$ cat src/hdl/amp_diag_pkg.sv
// constants, field positions and state types of the amplifier report bank
// Operation
// - impedance read-only byte, 0.2496 ohm per step
// - phase result split upper/lower byte
// - settling result split upper/lower byte
// - writing one to fault-clear clears faults
// - source-flip bit swaps bridged signal source
// - over-temperature shutdown latched or self-restarting
// - clip detection enabled, on after reset
// - latch-select zero latches warning pin
// - both channels routed to warning pin
// - clip after window count of full cycles
// - per-channel sticky clip status bits
// - per-channel sticky current-limit warning bits
// - impedance scaling taken from diag controls
// - per-channel diag only while enabled
// - clip mask hides clipping from pin
package amp_diag_pkg;
  localparam logic [7:0] ADDR_PIN_CTRL = 8'h14;
  localparam logic [7:0] ADDR_DIAG_CTRL1 = 8'h15;
  localparam logic [7:0] ADDR_DIAG_CTRL2 = 8'h16;
  localparam logic [7:0] ADDR_CH1_IMP = 8'h17;
  localparam logic [7:0] ADDR_CH2_IMP = 8'h18;
  localparam logic [7:0] ADDR_ANGLE_UP = 8'h1b;
  localparam logic [7:0] ADDR_ANGLE_LO = 8'h1c;
  localparam logic [7:0] ADDR_SETTLE_UP = 8'h1d;
  localparam logic [7:0] ADDR_SETTLE_LO = 8'h1e;
  localparam logic [7:0] ADDR_FAULT_BRIDGE = 8'h21;
  localparam logic [7:0] ADDR_CLIP_CTRL = 8'h22;
  localparam logic [7:0] ADDR_CLIP_WIN = 8'h23;
  localparam logic [7:0] ADDR_CLIP_STAT = 8'h24;
  localparam logic [7:0] ADDR_CAP_STAT = 8'h25;
  localparam logic [7:0] ADDR_MISC4 = 8'h26;

  localparam logic [7:0] RST_ZERO = 8'h00;
  localparam logic [7:0] RST_CLIP_CTRL = 8'h01;
  localparam logic [7:0] RST_CLIP_WIN = 8'h14;
  localparam logic [7:0] RST_MISC4 = 8'h40;

  // writable bits; the rest read back as zero
  localparam logic [7:0] WMASK_FAULT_BRIDGE = 8'hf8;
  localparam logic [7:0] WMASK_CLIP_CTRL = 8'h07;

  localparam int BIT_FAULT_CLEAR = 7;
  localparam int BIT_SOURCE_FLIP = 6;
  localparam int BIT_CAP_HIDE = 5;
  localparam int BIT_SELF_RESTART = 3;
  localparam int BIT_DETECT_ON = 0;
  localparam int BIT_CLIP_LATCH = 1;
  localparam int BIT_CLIP_PIN = 2;
  localparam int BIT_MASK_CLIP = 1;
  localparam int BIT_CH1_GAIN = 7;
  localparam int BIT_CH2_GAIN = 6;
  localparam int BIT_CH1_DIAG_ON = 3;
  localparam int BIT_CH2_DIAG_ON = 2;
  localparam int BIT_LOOPBACK = 7;
  localparam int BIT_TIMING = 4;
  localparam int BIT_CURRENT_LO = 2;
  localparam int BIT_CURRENT_HI = 3;

  typedef enum logic [1:0] {
    OT_RUN = 2'b00,
    OT_SHUT = 2'b01,
    OT_HOLD = 2'b11
  } overheat_e;

  typedef struct packed {
    logic [7:0] impedance1;
    logic [7:0] impedance2;
    logic [15:0] angle;
    logic [15:0] settle;
  } diag_result_s;

  typedef struct packed {
    logic [7:0] count;
    logic detected;
  } clip_state_s;

  typedef struct packed {
    logic [7:0] pinCtrl;
    logic [7:0] diagCtrl1;
    logic [7:0] diagCtrl2;
    logic [7:0] faultBridge;
    logic [7:0] clipCtrl;
    logic [7:0] clipWindow;
    logic [7:0] misc4;
    logic [1:0] clipFlag;
    logic [1:0] capFlag;
    diag_result_s result;
    overheat_e heat;
    logic heatShutdown;
    logic [7:0] rdData;
    logic rdValid;
    logic warn_b;
    logic clearPulse;
    logic sourceFlip;
  } state_s;
endpackage : amp_diag_pkg

$ cat src/hdl/clip_window_detect.sv
// one channel of clip detection: counts consecutive full-duty pwm cycles
`timescale 1ns/100ps
`default_nettype none
module clip_window_detect #(
  parameter int WIDTH = 8
) (
  input wire logic clk_sys,
  input wire logic rstSyncB,
  input wire logic ce,
  input wire logic enable,
  input wire logic [WIDTH-1:0] window,
  input wire logic tick,
  input wire logic fullDuty,
  output logic detected
);
  amp_diag_pkg::clip_state_s s;
  amp_diag_pkg::clip_state_s sNext;
  logic [WIDTH-1:0] cntInc;

  always_comb begin
    sNext = s;
    cntInc = (s.count == {WIDTH{1'b1}}) ? s.count : s.count + 8'h01;
    if (!enable) begin
      sNext.count = 8'h00;
      sNext.detected = 1'b0;
    end else if (tick) begin
      if (fullDuty) begin
        sNext.count = cntInc;
        sNext.detected = (cntInc >= window);
      end else begin
        sNext.count = 8'h00;
        sNext.detected = 1'b0;
      end
    end
  end

  always_ff @(posedge clk_sys or negedge rstSyncB) begin
    if (!rstSyncB) begin
      s <= '0;
    end else if (ce) begin
      s <= sNext;
    end
  end

  assign detected = s.detected;
endmodule : clip_window_detect
`default_nettype wire

$ cat src/hdl/amp_diag_report_and_clip_regs.sv
// report, fault/bridge control and clip register bank of the amplifier
`timescale 1ns/100ps
`default_nettype none
module amp_diag_report_and_clip_regs #(
  parameter int CHANNELS = 2
) (
  input wire logic clk_sys,
  input wire logic rst_b,
  input wire logic ce,
  input wire logic [7:0] regAddr,
  input wire logic [7:0] regWrData,
  input wire logic regWrEn,
  input wire logic regRdEn,
  output logic [7:0] regRdData,
  output logic regRdValid,
  input wire amp_diag_pkg::diag_result_s diagResult,
  input wire logic diagResultValid,
  input wire logic pwmCycleTick,
  input wire logic [1:0] pwmFullDuty,
  input wire logic [1:0] currentLimitRaw,
  input wire logic overheatRaw,
  input wire logic parallelBridgeMode,
  output logic [1:0] acDiagOn,
  output logic [1:0] acDiagGain,
  output logic acDiagLoopback,
  output logic acDiagTiming,
  output logic [1:0] acDiagCurrent,
  output logic parallelBridgeSourceFlip,
  output logic overheatShutdown,
  output logic faultClear,
  output logic warn_b
);
  logic [1:0] rstSync;
  logic rstSyncB;
  logic [2:0] pinMeta;
  logic [2:0] pinSync;
  logic [1:0] capSync;
  logic heatSync;
  logic [1:0] clipDetected;
  logic clearNow;
  logic [1:0] clipSel;
  amp_diag_pkg::state_s s;
  amp_diag_pkg::state_s sNext;

  // reset leaves asynchronously-asserted, synchronously-released
  always_ff @(posedge clk_sys or negedge rst_b) begin
    if (!rst_b) begin
      rstSync <= 2'h0;
    end else begin
      rstSync <= {rstSync[0], 1'b1};
    end
  end
  assign rstSyncB = rstSync[1];

  // analog comparator flags arrive unsynchronised
  always_ff @(posedge clk_sys or negedge rstSyncB) begin
    if (!rstSyncB) begin
      pinMeta <= 3'h0;
      pinSync <= 3'h0;
    end else if (ce) begin
      pinMeta <= {overheatRaw, currentLimitRaw};
      pinSync <= pinMeta;
    end
  end
  assign capSync = pinSync[1:0];
  assign heatSync = pinSync[2];

  genvar ch;
  generate
    for (ch = 0; ch < CHANNELS; ch++) begin : g_clip
      clip_window_detect #(.WIDTH(8)) u_detect (
        .clk_sys(clk_sys),
        .rstSyncB(rstSyncB),
        .ce(ce),
        .enable(s.clipCtrl[amp_diag_pkg::BIT_DETECT_ON]),
        .window(s.clipWindow),
        .tick(pwmCycleTick),
        .fullDuty(pwmFullDuty[ch]),
        .detected(clipDetected[ch])
      );
    end
  endgenerate

  assign clearNow = regWrEn && (regAddr == amp_diag_pkg::ADDR_FAULT_BRIDGE)
    && regWrData[amp_diag_pkg::BIT_FAULT_CLEAR];

  always_comb begin
    sNext = s;
    clipSel = 2'h0;
    sNext.clearPulse = clearNow;
    // read-only addresses have no write path
    if (regWrEn) begin
      case (regAddr)
        amp_diag_pkg::ADDR_PIN_CTRL: sNext.pinCtrl = regWrData;
        amp_diag_pkg::ADDR_DIAG_CTRL1: sNext.diagCtrl1 = regWrData;
        amp_diag_pkg::ADDR_DIAG_CTRL2: sNext.diagCtrl2 = regWrData;
        amp_diag_pkg::ADDR_FAULT_BRIDGE: begin
          sNext.faultBridge = regWrData & amp_diag_pkg::WMASK_FAULT_BRIDGE;
        end
        amp_diag_pkg::ADDR_CLIP_CTRL: begin
          sNext.clipCtrl = regWrData & amp_diag_pkg::WMASK_CLIP_CTRL;
        end
        amp_diag_pkg::ADDR_CLIP_WIN: sNext.clipWindow = regWrData;
        amp_diag_pkg::ADDR_MISC4: sNext.misc4 = regWrData;
        default: sNext.misc4 = s.misc4;
      endcase
    end
    if (diagResultValid) begin
      if (s.diagCtrl1[amp_diag_pkg::BIT_CH1_DIAG_ON]) begin
        sNext.result.impedance1 = diagResult.impedance1;
      end
      if (s.diagCtrl1[amp_diag_pkg::BIT_CH2_DIAG_ON]) begin
        sNext.result.impedance2 = diagResult.impedance2;
      end
      if (s.diagCtrl1[amp_diag_pkg::BIT_CH1_DIAG_ON]
          || s.diagCtrl1[amp_diag_pkg::BIT_CH2_DIAG_ON]) begin
        sNext.result.angle = diagResult.angle;
        sNext.result.settle = diagResult.settle;
      end
    end
    // sticky clip flags, set beats clear
    sNext.clipFlag = (s.clipFlag & ~{2{clearNow}}) | clipDetected;
    // sticky current-limit flags, set beats clear
    sNext.capFlag = (s.capFlag & ~{2{clearNow}}) | capSync;
    case (s.heat)
      amp_diag_pkg::OT_RUN: begin
        if (heatSync) begin
          sNext.heat = amp_diag_pkg::OT_SHUT;
        end
      end
      amp_diag_pkg::OT_SHUT: begin
        if (!heatSync) begin
          sNext.heat = s.faultBridge[amp_diag_pkg::BIT_SELF_RESTART] ?
            amp_diag_pkg::OT_RUN : amp_diag_pkg::OT_HOLD;
        end
      end
      amp_diag_pkg::OT_HOLD: begin
        if (heatSync) begin
          sNext.heat = amp_diag_pkg::OT_SHUT;
        end else if (clearNow
            || s.faultBridge[amp_diag_pkg::BIT_SELF_RESTART]) begin
          sNext.heat = amp_diag_pkg::OT_RUN;
        end
      end
      default: sNext.heat = amp_diag_pkg::OT_RUN;
    endcase
    sNext.heatShutdown = (sNext.heat != amp_diag_pkg::OT_RUN);
    sNext.sourceFlip = parallelBridgeMode
      && sNext.faultBridge[amp_diag_pkg::BIT_SOURCE_FLIP];
    clipSel = s.clipCtrl[amp_diag_pkg::BIT_CLIP_LATCH] ?
      clipDetected : sNext.clipFlag;
    // both channels onto the warning pin
    sNext.warn_b = !(((|clipSel) && !s.pinCtrl[amp_diag_pkg::BIT_MASK_CLIP])
      || ((|sNext.capFlag)
      && !s.faultBridge[amp_diag_pkg::BIT_CAP_HIDE]));
    sNext.rdValid = regRdEn;
    if (regRdEn) begin
      case (regAddr)
        amp_diag_pkg::ADDR_PIN_CTRL: sNext.rdData = s.pinCtrl;
        amp_diag_pkg::ADDR_DIAG_CTRL1: sNext.rdData = s.diagCtrl1;
        amp_diag_pkg::ADDR_DIAG_CTRL2: sNext.rdData = s.diagCtrl2;
        amp_diag_pkg::ADDR_CH1_IMP: sNext.rdData = s.result.impedance1;
        amp_diag_pkg::ADDR_CH2_IMP: sNext.rdData = s.result.impedance2;
        amp_diag_pkg::ADDR_ANGLE_UP: sNext.rdData = s.result.angle[15:8];
        amp_diag_pkg::ADDR_ANGLE_LO: sNext.rdData = s.result.angle[7:0];
        amp_diag_pkg::ADDR_SETTLE_UP: sNext.rdData = s.result.settle[15:8];
        amp_diag_pkg::ADDR_SETTLE_LO: sNext.rdData = s.result.settle[7:0];
        amp_diag_pkg::ADDR_FAULT_BRIDGE: sNext.rdData = s.faultBridge;
        amp_diag_pkg::ADDR_CLIP_CTRL: sNext.rdData = s.clipCtrl;
        amp_diag_pkg::ADDR_CLIP_WIN: sNext.rdData = s.clipWindow;
        amp_diag_pkg::ADDR_CLIP_STAT: sNext.rdData = {6'h00, s.clipFlag};
        amp_diag_pkg::ADDR_CAP_STAT: sNext.rdData = {6'h00, s.capFlag};
        amp_diag_pkg::ADDR_MISC4: sNext.rdData = s.misc4;
        default: sNext.rdData = amp_diag_pkg::RST_ZERO;
      endcase
    end
  end

  always_ff @(posedge clk_sys or negedge rstSyncB) begin
    if (!rstSyncB) begin
      s <= '0;
      s.clipCtrl <= amp_diag_pkg::RST_CLIP_CTRL;
      s.clipWindow <= amp_diag_pkg::RST_CLIP_WIN;
      s.misc4 <= amp_diag_pkg::RST_MISC4;
      s.heat <= amp_diag_pkg::OT_RUN;
      s.warn_b <= 1'b1;
    end else if (ce) begin
      s <= sNext;
    end
  end

  assign regRdData = s.rdData;
  assign regRdValid = s.rdValid;
  // per-channel enables out to the engine
  assign acDiagOn = {s.diagCtrl1[amp_diag_pkg::BIT_CH2_DIAG_ON],
    s.diagCtrl1[amp_diag_pkg::BIT_CH1_DIAG_ON]};
  // scaling controls out to the engine
  assign acDiagGain = {s.diagCtrl1[amp_diag_pkg::BIT_CH2_GAIN],
    s.diagCtrl1[amp_diag_pkg::BIT_CH1_GAIN]};
  assign acDiagLoopback = s.diagCtrl2[amp_diag_pkg::BIT_LOOPBACK];
  assign acDiagTiming = s.diagCtrl2[amp_diag_pkg::BIT_TIMING];
  assign acDiagCurrent = s.diagCtrl2[amp_diag_pkg::BIT_CURRENT_HI:
    amp_diag_pkg::BIT_CURRENT_LO];
  assign parallelBridgeSourceFlip = s.sourceFlip;
  assign overheatShutdown = s.heatShutdown;
  assign faultClear = s.clearPulse;
  assign warn_b = s.warn_b;
endmodule : amp_diag_report_and_clip_regs
`default_nettype wire

$ cat config.mk
export PLATFORM = sky130hd
export DESIGN_NAME = amp_diag_report_and_clip_regs
export DESIGN_NICKNAME = d
export VERILOG_FILES = /design/src/hdl/amp_diag_pkg.sv /design/src/hdl/clip_window_detect.sv /design/src/hdl/amp_diag_report_and_clip_regs.sv
export SDC_FILE = /design/constraint.sdc
export NUM_CORES = 1
export LEC_CHECK = 0
export BUFFER_PORTS_ARGS = -buffer_cell sky130_fd_sc_hd__buf_2
export CAP_MARGIN = 10
export CORE_ASPECT_RATIO = 2
export CORE_UTILIZATION = 46
export CTS_CLUSTER_DIAMETER = 120
export CTS_CLUSTER_SIZE = 14
export DETAILED_ROUTE_END_ITERATION = 7
export PLACE_DENSITY_LB_ADDON = 0.2
export SYNTH_ARGS = -nofsm -noshare
export SYNTH_HDL_FRONTEND = slang
export SYNTH_HIERARCHICAL = 1
export SYNTH_SLANG_ARGS = --single-unit
$ cat constraint.sdc
create_clock -name clk_sys -period 4.4 [get_ports clk_sys]
set_clock_uncertainty 0.2 [all_clocks]
set_input_delay 0.88 -clock clk_sys [delete_from_list [all_inputs] [get_ports clk_sys]]
set_output_delay 0.88 -clock clk_sys [all_outputs]
set_load 0.005 [all_outputs]
==> metrics.csv <==
metric,value,unit
ant diodes,0,
CP arrival,3160,ps
largest area contributor in the netlist,dfrtp_1,
MaxCap Viol Count,0,
first-pass GRT wire length,33600,um
Switch Pwr,0.000790,W
Top Ports,98,
Pre-Repair DR Iteration Count,5,
FP Rows,65,
design area,0.00858,mm^2
Fin Setup TNS,0,ps
Bufs on Longest Clock Path,2,
final WL,21400,um
Hold WC Path Type,in -> async,
total clock buffers created by CTS,17,
final setup fails,0,
Internal Power,0.00244,W
Sw Share,0.244,
max-slew violations,0,
vias in the first global route,6115,
post-synth top area share,0.463,
min cycle time layout,3060,ps
Met1 Wirelength,7470,um
Post-synth EDFFs,0,
Initial Util,0.469,
Post-DRT Antenna Nets,0,
largest net degree at the start of global routing,70,
dpl hpwl,16200,um
Layout Nets,827,
clk_lat worst skew,420,ps
Layout area overhead,16.6,%
Syn. warnings,6,
H-tree levels,4,
RSZ-0062 raised after global routing,false,
power share of the sequential group,0.456,
core region area,0.0157,mm^2
Lkg Pwr,4.00,nW
"count leader, synth",dfrtp_1,
clock slew at reported path FFs,60,ps
Hold Buf Count CTS,0,
Peak VDD IR,0.000433,V
Mean Syn Cell Area,11.4,um^2
syn nets,742,
Startpoint Class,input pin,
"Max FO, Critical Path",26,
Worst Max-Slew Pin Slew,964,ps
asr flop ratio synth,1.00,
CTS root buf,clkbuf_16,
GRT Util Overall,0.273,
Placer Congestion,0.932,
Synth Flop Type,dfrtp_1,
CP endpoint kind,flip-flop,
Synth Register Bits,141,
initial antenna violation count,0,
DR top layer,met4,
Routed WL per cell,22.6,um
PostCTS Resize Cnt,0,
worst rel slew slack,0.357,
ranking of synthesized cells by area,"dfrtp_1 (46%), mux2_2 (17%), ha_1 (3.1%)",
IO Port Bufs,97,
period utilization,0.696,
WL met3,773,um
P per Cell Area,377,mW/mm^2
detailed-route DRC error count,0,
Post-Syn Area,0.00735,mm^2
CP required,4500,ps
Die Area,0.0165,mm^2
Vias/cell,5.98,
sequential fraction of the synthesis area,0.481,
Netlist cell types,67,
total grt overflow,0,
combinational share of power,0.087,
Post-Syn Instances,647,
die height,181,um
via count,5658,
placed instance area,0.00797,mm^2
Commonest cells post-synth,"dfrtp_1 (136), mux2_2 (110), nand2_1 (42), a21oi_1 (33), inv_1 (23)",
CTS tree,built,
1st-iter DRT viols,324,
CTS Sinks,141,
hold violation count in the final report,0,
CP Class,in -> reg,
# Post-CTS Setup Buffers,0,
f_max,327,MHz
DIE WIDTH,91.4,um
Setup WS pre-CTS,979,ps
Clk pwr share,0.457,
met2 WL post-DR,12000,um
status,"complete, no violations",
Final Worst Setup Slack,1340,ps
fraction of layout cells with a size suffix above 1,0.368,
-- cell type report --
class / instances / area [um^2]
Sequential cell: 141 / 3540
Fill cell: 1388 / 7120
Tap cell: 201 / 251
Timing Repair Buffer: 111 / 591
Clock buffer: 19 / 443
Clock inverter: 13 / 164
Inverter: 24 / 90.1
Multi-Input combinational cell: 437 / 3500
-- placed cells by master (no fill, tap or decap), drive strengths merged, types with 4 or more instances in the layout --
cell type | netlist | layout
dfstp | 5 | 5
and3 | 11 | 11
and2 | 6 | 6
clkinv | 1 | 4
clkinvlp | 0 | 5
a22oi | 10 | 10
nor2b | 7 | 7
inv | 23 | 25
o21ai | 20 | 20
o2bb2ai | 5 | 5
a221oi | 5 | 5
nand2 | 43 | 43
a21oi | 33 | 33
mux2i | 10 | 10
xnor2 | 5 | 5
a22o | 16 | 16
nand4 | 19 | 19
dfrtp | 136 | 136
ha | 18 | 18
nor4 | 6 | 6
a31oi | 5 | 5
nand3 | 22 | 22
o22ai | 5 | 5
a32oi | 4 | 4
a21o | 4 | 4
buf | 24 | 111
mux2 | 112 | 112
clkbuf | 21 | 19
nor2 | 25 | 25
-- metal layers --
layer	global-route usage	vias up
li1	-	2556
met1	0.280	2848
met2	0.507	190
met3	0.0434	64
met4	0.168	0
met5	0	-
-- cell families (layout without fill, tap and decap cells) --
family | Yosys count | after routing | synth area share
simple gates | 157 | 157 | 0.119
flops | 141 | 141 | 0.481
compound gates | 129 | 129 | 0.122
mux | 125 | 125 | 0.195
buf+inv | 69 | 167 | 0.0437
fa+ha+maj | 18 | 18 | 0.0306
xor+xnor | 7 | 7 | 0.00834
other cells | 1 | 1 | 0.000510
-- registers in the layout, summed over array words and instances (netlist names), 3 cells and up --
name,count
regRdData,8
pinMeta,3
s,94
pinSync,3
g_clip.u_detect/s,16
-- worst paths after layout --
| kind | start | endpoint | slack, ps | cells after the start |
|---|---|---|---|---|
| max in group asynchronous | rstSync[1]$_DFF_PN0_ | s[17]$_DFFE_PN0P_ | 2670 | 1 |
| hold / removal | rst_b | rstSync[1]$_DFF_PN0_ | 30 | 1 |
| setup / recovery | regAddr[1] | s[70]$_DFFE_PN0P_ | 1340 | 5 |
| setup reg to reg | g_clip[1].u_detect/s[1]$_DFFE_PN0P_ | g_clip[1].u_detect/detected$_DFFE_PN0P_ | 1590 | 8 |
| hold reg to reg | rstSync[0]$_DFF_PN0_ | rstSync[1]$_DFF_PN0_ | 150 | 0 |
| min in group clk_sys | rstSync[0]$_DFF_PN0_ | rstSync[1]$_DFF_PN0_ | 150 | 0 |
-- power groups by stage --
stage	Clock, W	Sequential (W)	Combinational (W)
floorplan	0	0.00147	0.000174
detailed placement	0	0.00150	0.000282
global placement	0	0.00149	0.000271
CTS	0.00151	0.00147	0.000284
finish	0.00148	0.00147	0.000282
global route	0.00156	0.00148	0.000307
-- stage by stage --
step | hold slack [ps] | total power, W | util | std cells
finish | 33.3 | 0.00323 | 0.546 | 946
global route | 17.3 | 0.00335 | 0.546 | 946
CTS | 22.3 | 0.00327 | 0.546 | 946
detailed placement | 139 | 0.00178 | 0.508 | 914
global placement | 140 | 0.00176 | 0.508 | 914
floorplan | 131 | 0.00164 | - | 647
-- critical path, cell delays in order --
cell,delay (ps)
buf_2,530
nor2b_1,580
nand3_1,220
nor3_2,540
mux2_2,410
(Power assumes the default switching activity.)
